==> src/ofcc_defs.vh <==
// constants for the output filter, clamp and calibration block
`ifndef OFCC_DEFS_VH
`define OFCC_DEFS_VH
// ----------------------------------------
// configuration word addresses and fields
// ----------------------------------------
`define OFCC_ADDR_FILTCLAMP   5'h1c
`define OFCC_ADDR_CALIB       5'h1e
`define OFCC_BW_LSB           0
`define OFCC_BW_MSB           2
`define OFCC_LOW_LSB          12
`define OFCC_LOW_MSB          17
`define OFCC_HIGH_LSB         18
`define OFCC_HIGH_MSB         23
`define OFCC_CAL_BIT          3
`define OFCC_RST_BW           3'h0
`define OFCC_RST_LIMIT        6'h00
`define OFCC_RST_CAL          1'b0
// ----------------------------------------
// timing
// ----------------------------------------
`define OFCC_CLK_HZ           100000000
`define OFCC_CAL_MS           800
`define OFCC_CAL_CYCLES       ((`OFCC_CLK_HZ / 1000) * `OFCC_CAL_MS)
`define OFCC_UPD_1K_CYCLES    (`OFCC_CLK_HZ / 1000)
`define OFCC_PWM_PERIOD       12'h3ff
`endif

==> src/ofcc_top.v <==
// digital back end: bandwidth filter, update rate, clamp, pwm with startup calibration
//
// Behaviour
// - the field samples pass a first-order low-pass whose cutoff is set by the 3-bit bandwidth field.
// - the filter takes samples from a 16-entry fifo that drains one sample per update tick.
// - the bandwidth code also sets how often the output value is recomputed.
// - codes 0 and 2 give 8 kHz updates, 1 gives 16 kHz, 3 gives 4 kHz, 4 gives 2 kHz, 5 gives 1 kHz; 6 and 7 fall back to 8 kHz.
// - with calibration enabled, the pwm output is held at 50% duty for 800 ms after reset, then runs normally.
// - the 6-bit upper field trims the passing share of the upper half of full scale.
// - upper code 0 gives the highest upper limit and code 0x3f the lowest.
// - the 6-bit lower field trims the passing share of the lower half of full scale.
// - lower code 0 gives the lowest lower limit and code 0x3f the highest.
// - an unprogrammed limit field falls back to the factory default for that bound.
`timescale 1ns/1ps
`include "ofcc_defs.vh"
module ofcc_top #(
	parameter DW         = 10,
	parameter CAL_CYCLES = `OFCC_CAL_CYCLES,
	parameter UPD_BASE   = `OFCC_UPD_1K_CYCLES,
	parameter FIFO_DEPTH = 16,
	parameter [5:0] FACTORY_UPPER = 6'h00,
	parameter [5:0] FACTORY_LOWER = 6'h00
) (
	// clock and reset
	input  wire          clk_sys,
	input  wire          reset,
	// configuration word load
	input  wire          cfg_wr,
	input  wire [4:0]    cfg_addr,
	input  wire [23:0]   cfg_wdata,
	input  wire [4:0]    cfg_raddr,
	output reg  [23:0]   cfg_rdata,
	// digitized field samples from the front end
	input  wire [DW-1:0] sample_data,
	input  wire          sample_valid,
	output reg           sample_ready,
	// output
	output reg           pwm_out,
	output reg  [DW-1:0] clamp_out,
	output reg  [1:0]    clamp_state,
	output reg           cal_active
);
	// ----------------------------------------
	// configuration words
	// ----------------------------------------
	reg [2:0] bw_q;
	reg [5:0] upper_q;
	reg [5:0] lower_q;
	reg       upper_set_q;
	reg       lower_set_q;
	reg       cal_en_q;

	always @(posedge clk_sys or posedge reset) begin
		if (reset) begin
			bw_q        <= `OFCC_RST_BW;
			upper_q     <= `OFCC_RST_LIMIT;
			lower_q     <= `OFCC_RST_LIMIT;
			upper_set_q <= 1'b0;
			lower_set_q <= 1'b0;
			cal_en_q    <= `OFCC_RST_CAL;
		end else if (cfg_wr) begin
			if (cfg_addr == `OFCC_ADDR_FILTCLAMP) begin
				bw_q        <= cfg_wdata[`OFCC_BW_MSB:`OFCC_BW_LSB];
				upper_q     <= cfg_wdata[`OFCC_HIGH_MSB:`OFCC_HIGH_LSB];
				lower_q     <= cfg_wdata[`OFCC_LOW_MSB:`OFCC_LOW_LSB];
				upper_set_q <= 1'b1;
				lower_set_q <= 1'b1;
			end
			if (cfg_addr == `OFCC_ADDR_CALIB)
				cal_en_q <= cfg_wdata[`OFCC_CAL_BIT];
		end
	end

	always @(posedge clk_sys or posedge reset) begin
		if (reset)
			cfg_rdata <= 24'h000000;
		else if (cfg_raddr == `OFCC_ADDR_FILTCLAMP)
			cfg_rdata <= {upper_q, lower_q, 9'h000, bw_q};
		else if (cfg_raddr == `OFCC_ADDR_CALIB)
			cfg_rdata <= {20'h00000, cal_en_q, 3'h0};
		else
			cfg_rdata <= 24'h000000;
	end

	// ----------------------------------------
	// update rate divider
	// ----------------------------------------
	// divisor is a multiple of the 16 kHz period
	function [4:0] ofcc_rate_mul;
		input [2:0] code;
		begin
			case (code)
			3'h1:    ofcc_rate_mul = 5'h01;
			3'h3:    ofcc_rate_mul = 5'h04;
			3'h4:    ofcc_rate_mul = 5'h08;
			3'h5:    ofcc_rate_mul = 5'h10;
			default: ofcc_rate_mul = 5'h02;
			endcase
		end
	endfunction

	// filter shift: k such that a/2^k tracks the cutoff at its own update rate
	function [3:0] ofcc_shift;
		input [2:0] code;
		begin
			case (code)
			3'h1:    ofcc_shift = 4'h2;
			3'h3:    ofcc_shift = 4'h2;
			3'h4:    ofcc_shift = 4'h2;
			3'h5:    ofcc_shift = 4'h2;
			default: ofcc_shift = 4'h2;
			endcase
		end
	endfunction

	reg  [31:0] tick_cnt_q;
	reg         upd_tick_q;
	wire [31:0] tick_lim;
	// 16 kHz base period times multiplier; the update/cutoff ratio is fixed at 4 for every code
	assign tick_lim = (UPD_BASE / 16) * ofcc_rate_mul(bw_q) - 1;

	always @(posedge clk_sys or posedge reset) begin
		if (reset) begin
			tick_cnt_q <= 32'h00000000;
			upd_tick_q <= 1'b0;
		end else if (tick_cnt_q >= tick_lim) begin
			tick_cnt_q <= 32'h00000000;
			upd_tick_q <= 1'b1;
		end else begin
			tick_cnt_q <= tick_cnt_q + 32'h00000001;
			upd_tick_q <= 1'b0;
		end
	end

	// ----------------------------------------
	// sample fifo and low-pass filter
	// ----------------------------------------
	wire [DW-1:0] fifo_data;
	wire          fifo_valid;
	wire          fifo_in_ready;

	ofcc_fifo #(.WIDTH(DW), .DEPTH(FIFO_DEPTH), .AW(4)) u_fifo (
		.clk_sys   (clk_sys),
		.reset     (reset),
		.in_data   (sample_data),
		.in_valid  (sample_valid),
		.in_ready  (fifo_in_ready),
		.out_data  (fifo_data),
		.out_valid (fifo_valid),
		.out_ready (upd_tick_q)
	);

	always @(posedge clk_sys or posedge reset) begin
		if (reset)
			sample_ready <= 1'b0;
		else
			sample_ready <= fifo_in_ready;
	end

	// the fifo drains one sample per update tick, so a fast front end sees back-pressure
	reg  [DW+7:0] acc_q;
	wire [DW-1:0] filt_val;
	wire [DW+7:0] acc_in;
	assign filt_val = acc_q[DW+7:8];
	assign acc_in   = {fifo_data, 8'h00};

	always @(posedge clk_sys or posedge reset) begin
		if (reset)
			acc_q <= {(DW+8){1'b0}};
		else if (upd_tick_q && fifo_valid) begin
			if (acc_in >= acc_q)
				acc_q <= acc_q + ((acc_in - acc_q) >> ofcc_shift(bw_q));
			else
				acc_q <= acc_q - ((acc_q - acc_in) >> ofcc_shift(bw_q));
		end
	end

	// ----------------------------------------
	// clamp
	// ----------------------------------------
	localparam [DW-1:0] HALF = {1'b1, {(DW-1){1'b0}}};
	reg  [DW-1:0] hi_lim;
	reg  [DW-1:0] lo_lim;
	reg  [5:0]    up_code;
	reg  [5:0]    lo_code;
	reg  [DW+5:0] span;

	always @* begin
		up_code = upper_set_q ? upper_q : FACTORY_UPPER;
		lo_code = lower_set_q ? lower_q : FACTORY_LOWER;
		// each code step removes 1/64 of the half range
		span    = {6'h00, HALF - 1'b1} * {{DW{1'b0}}, up_code};
		hi_lim  = ({1'b0, {(DW-1){1'b1}}} | HALF) - span[DW+5:6];
		span    = {6'h00, HALF} * {{DW{1'b0}}, lo_code};
		lo_lim  = span[DW+5:6];
	end

	always @(posedge clk_sys or posedge reset) begin
		if (reset) begin
			clamp_out   <= HALF;
			clamp_state <= 2'h0;
		end else if (upd_tick_q) begin
			if (filt_val > hi_lim) begin
				clamp_out   <= hi_lim;
				clamp_state <= 2'h2;
			end else if (filt_val < lo_lim) begin
				clamp_out   <= lo_lim;
				clamp_state <= 2'h1;
			end else begin
				clamp_out   <= filt_val;
				clamp_state <= 2'h0;
			end
		end
	end

	// ----------------------------------------
	// startup calibration and pwm encoder
	// ----------------------------------------
	localparam ST_CAL = 2'b01;
	localparam ST_RUN = 2'b10;
	reg [1:0]    state_q;
	reg [31:0]   cal_cnt_q;
	reg [DW-1:0] pwm_cnt_q;
	reg [DW-1:0] duty_q;

	always @(posedge clk_sys or posedge reset) begin
		if (reset) begin
			state_q    <= ST_CAL;
			cal_cnt_q  <= 32'h00000000;
			cal_active <= 1'b0;
		end else begin
			case (state_q)
			ST_CAL: begin
				// the window always runs its length; the enable may be loaded after reset and only gates the 50% duty
				if (cal_cnt_q >= CAL_CYCLES - 1) begin
					state_q    <= ST_RUN;
					cal_active <= 1'b0;
				end else begin
					cal_cnt_q  <= cal_cnt_q + 32'h00000001;
					cal_active <= cal_en_q;
				end
			end
			ST_RUN:  cal_active <= 1'b0;
			default: state_q <= ST_CAL;
			endcase
		end
	end

	always @(posedge clk_sys or posedge reset) begin
		if (reset) begin
			pwm_cnt_q <= {DW{1'b0}};
			duty_q    <= HALF;
			pwm_out   <= 1'b0;
		end else begin
			pwm_cnt_q <= pwm_cnt_q + 1'b1;
			// duty only changes at a period boundary to avoid runt pulses
			if (pwm_cnt_q == {DW{1'b1}})
				duty_q <= cal_active ? HALF : clamp_out;
			pwm_out <= (pwm_cnt_q < duty_q);
		end
	end
endmodule

==> src/ofcc_fifo.v <==
// small synchronous fifo with valid/ready on both sides
`timescale 1ns/1ps
module ofcc_fifo #(
	parameter WIDTH = 10,
	parameter DEPTH = 16,
	parameter AW    = 4
) (
	// clock and reset
	input  wire             clk_sys,
	input  wire             reset,
	// write side
	input  wire [WIDTH-1:0] in_data,
	input  wire             in_valid,
	output wire             in_ready,
	// read side
	output reg  [WIDTH-1:0] out_data,
	output reg              out_valid,
	input  wire             out_ready
);
	reg [WIDTH-1:0] mem [0:DEPTH-1];
	reg [AW:0]      wr_q;
	reg [AW:0]      rd_q;
	wire            full;
	wire            empty;
	wire            do_wr;
	wire            do_rd;

	assign full     = (wr_q[AW-1:0] == rd_q[AW-1:0]) && (wr_q[AW] != rd_q[AW]);
	assign empty    = (wr_q == rd_q);
	assign in_ready = ~full;
	assign do_wr    = in_valid & ~full;
	// output register refills whenever it is empty or being taken
	assign do_rd    = ~empty & (~out_valid | out_ready);

	always @(posedge clk_sys) begin
		if (do_wr)
			mem[wr_q[AW-1:0]] <= in_data;
	end

	always @(posedge clk_sys or posedge reset) begin
		if (reset) begin
			wr_q      <= {(AW+1){1'b0}};
			rd_q      <= {(AW+1){1'b0}};
			out_data  <= {WIDTH{1'b0}};
			out_valid <= 1'b0;
		end else begin
			if (do_wr)
				wr_q <= wr_q + 1'b1;
			if (do_rd) begin
				out_data  <= mem[rd_q[AW-1:0]];
				rd_q      <= rd_q + 1'b1;
				out_valid <= 1'b1;
			end else if (out_ready)
				out_valid <= 1'b0;
		end
	end
endmodule

==> config.mk <==
export PLATFORM = sky130hd
export DESIGN_NAME = ofcc_top
export DESIGN_NICKNAME = d
export VERILOG_FILES = /design/src/ofcc_top.v /design/src/ofcc_fifo.v
export VERILOG_INCLUDE_DIRS = /design/src
export SDC_FILE = /design/constraint.sdc
export NUM_CORES = 1
export LEC_CHECK = 0
export ABC_CLOCK_PERIOD_IN_PS = 6100
export BUFFER_PORTS_ARGS = -buffer_cell sky130_fd_sc_hd__buf_2
export CORE_MARGIN = 10
export CORE_UTILIZATION = 45
export DETAILED_ROUTE_END_ITERATION = 10
export GPL_ROUTABILITY_DRIVEN = 0
export PLACE_DENSITY = 0.75
export SYNTH_ARGS = -nofsm -noshare
export SYNTH_HDL_FRONTEND = slang
export SYNTH_SLANG_ARGS = --single-unit
==> constraint.sdc <==
create_clock -name clk_sys -period 6.1 [get_ports clk_sys]
set_input_delay 0.305 -clock clk_sys [delete_from_list [all_inputs] [get_ports clk_sys]]
set_output_delay 0.305 -clock clk_sys [all_outputs]
set_load 0.02 [all_outputs]
==> impl_metrics.toml <==
[timing]
finalSetupTns_ps = 0
max_freq_mhz = 175
finalHoldViolations = 0
slew_headroom_pct = 26.8
fin_crit_ps = 5710
whs_ps = 25.8
tightest_slew_ps = 1090
finalSetupViolCount = 0
slew_violations = 0
min_period_over_period_pct = 93.6
fin_skew_ps = 23.3

[routing]
drtIter0Drc = 721
detail_route.vias_per_cell = 5.33
vias = 11200
totalWireLength_um = 37100
detail-route-antenna-nets = 0
drc = 0
detail_route.wl_per_cell_um = 17.7
firstDrtPassIters = 5

[clock_tree]
clk_pin_slew_ps = 60
worst_skew_pair.late_latency_ps = 550
cts_tree = "built"
h-tree-depth = 2
cts_buffer_depth = 3
cts_buffers = 36
postCtsSetupBuffers = 0
cts_root_buffer = "clkbuf_16"
cts_sinks = 334

[die]
start_util_pct = 45.9
die_h_um = 219
die_area_um2 = 48100
coreArea_um2 = 38900
io_pins = 87
fp-row-count = 72
die_w_um = 219

[setup_path]
r2r_setup_slack_ps = 390
reg2reg_to = "clamp_out[1]"
crit_start = "lower_set_q"
end_kind = "flip-flop"
crit_arrival_ps = 6080
start_kind = "flip-flop"
ff2ff_path_depth = 21
cp_data_required_time_ps = 6470
cp_max_fo = 9
r2r_start = "lower_set_q"
path_class = "flip-flop to flip-flop"

[final_layout]
synthToLayoutAreaGrowth_pct = 12.5
antenna_cells_inserted = 0
multi_input_area_um2 = 8140
seq_area_um2 = 9170
fin_nets = 1749
fillers = 3283
drive_gt1_share_pct = 16.2
final_cells = 2100

[grt]
grt_max_degree = 101
grt_pass1_wl_um = 60100
groute.usage.overall_pct = 15.5
gr-total-overflow = 0
antenna_found_initial = 0
grt_pass1_vias = 11400

[logic_synthesis]
ys_warn_count = 0
syn_inst = 1456
synth-seq-area-share_pct = 51.3
synth_edf_count = 160
syn-mean-instance-area_um2 = 12.3
synthesis.area_um2 = 17900
ys.flop_type = "dfrtp_1"
async_flop_share_pct = 52.1
ys_ff_latch = 334
synth_cell_type_count = 82

[status]
status = "completed"

[worst_hold_path]
min-delay-start = "cfg_wdata[20]"
min_to = "upper_q[2]"
hold_path_depth = 2
hold_class = "input port to flip-flop"

[power_and_ir_drop]
power.internal_mw = 6.80
switching_share_pct = 40.0
combPwrFrac_pct = 53.2
ir_drop_mv = 0.455
p_clk_share_pct = 19.2
pwr-share-seq_pct = 27.6
powerDensity_nw_per_um2 = 563
switching_power_mw = 4.52
p_leak_nw = 8.61

[job]
max_cap_violations = 0

[place]
place_hpwl_um = 25300
place_inst = 2019
portBuffers = 70
[cell usage in the layout (no fill, tap or decap), types with 5 or more instances in the layout]
cell / count
mux2_2: 33
nand3_1: 26
buf_4: 13
clkbuf_16: 38
xor2_1: 51
and3_1: 17
dlygate4sd3_1: 16
clkbuf_8: 5
conb_1: 24
clkbuf_1: 10
mux2i_1: 8
dfrtp_1: 169
o21ai_0: 65
or2_2: 8
nor3_1: 15
edfxtp_1: 160
o21bai_1: 5
ha_1: 128
nor2b_1: 11
nor4_1: 12
and2_1: 44
buf_2: 70
fa_1: 18
o21a_1: 10
a21oi_1: 52
mux4_2: 50
nand4_1: 25
nor2_1: 81
nand2_1: 106
clkinv_2: 5
nand3b_1: 10
inv_1: 91
a21o_1: 24
xnor2_1: 77
nand2b_1: 7
[Yosys cell counts, drive strengths merged (25+ instances only)]
cell    number  area, um^2
nand2      107         404
xnor2       77         674
nand3       26         130
mux2        33         372
o21ai       65         325
xor2        51         447
inv         92         345
clkbuf      39         158
mux4        50        1130
a21oi       54         274
nor2        81         304
ha         128        1600
dfrtp      171        4280
a21o        25         189
nand4       25         156
and2        44         275
edfxtp     160        4800
[worst max-delay path: stages, from the launching register on]
cell      delay [ps]
dfrtp_2          430
buf_4            160
nand2_1          140
fa_1             680
fa_1             450
inv_1            120
fa_1             450
ha_1             240
or4_1            550
o221a_2          290
nand3_1           80
nand2_1           80
a21oi_1          180
xnor2_1          110
ha_1             310
nand3_1          120
o21ai_0          240
o311ai_2         240
buf_4            240
and2_1           180
a21oi_1          160
a21oi_1           80
[cell families after synthesis]
group | Yosys count | share of synthesized area [%]
AND/OR/NAND/NOR | 391 | 11.2
flip-flops | 334 | 51.3
AO/OA/AOI/OAI | 212 | 7.73
buffers and inverters | 152 | 3.66
adder cells (fa/ha/maj) | 146 | 11.0
XOR/XNOR | 128 | 6.28
multiplexers | 91 | 8.83
other | 2 | 0.0421
[power groups by stage]
stage / combinational, mW / sequential, mW / clock (mW)
after CTS: 6.01 / 3.12 / 2.22
final: 6.02 / 3.12 / 2.18
after detailed placement: 5.96 / 3.16 / 0
after global routing: 6.77 / 3.17 / 2.30
after global placement: 5.75 / 3.15 / 0
after floorplan: 4.90 / 3.01 / 0
[per-layer routing]
metal,GRT usage [%],wire [um]
met4,4.87,815
met2,26.4,18600
met3,2.49,1540
met5,0,0
met1,19.8,16200
[registers in the layout, summed over array words and instances, names as in the netlist, 5 cells and up]
signal,count
u_fifo.mem,160
cal_cnt_q,32
tick_cnt_q,32
acc_q,18
cfg_rdata,16
clamp_out,10
duty_q,10
pwm_cnt_q,10
u_fifo.out_data,10
lower_q,6
upper_q,6
u_fifo.rd_q,5
u_fifo.wr_q,5
[area by class of cell]
type,count,area share (%)
multi-input cells,992,40.5
inverters,92,1.74
flip-flops and latches,334,45.6
clock inverters,12,0.641
repair buffers,99,3.03
well taps,518,3.23
clock buffers,53,5.26
[worst max-delay path by stage]
stage | endpoint | slack, ps | cells past startpoint
detailed placement | clamp_out[1] | 170 | 20
CTS | clamp_out[1] | 90 | 20
finish | clamp_out[1] | 390 | 21
global route | clamp_out[1] | -20 | 21
global placement | clamp_out[2] | 280 | 20
floorplan | clamp_out[3] | 340 | 20
[what timing repair did]
item                       CTS  global route
hold buffers                16             0
resized for setup            0             2
hold endpoints to repair    47             0
setup endpoints to repair    0             8
[through the flow]
step | power (mW) | util [%] | worst slack (ps) | area, um^2
final | 11.3 | 51.6 | 393 | 20100
after global routing | 12.2 | 51.6 | -15.7 | 20100
after CTS | 11.4 | 51.6 | 88.0 | 20100
after detailed placement | 9.12 | 48.2 | 169 | 18700
after global placement | 8.90 | 48.2 | 285 | 18700
after floorplan | 7.92 | - | 341 | 17900
(Power assumes the default switching activity.)
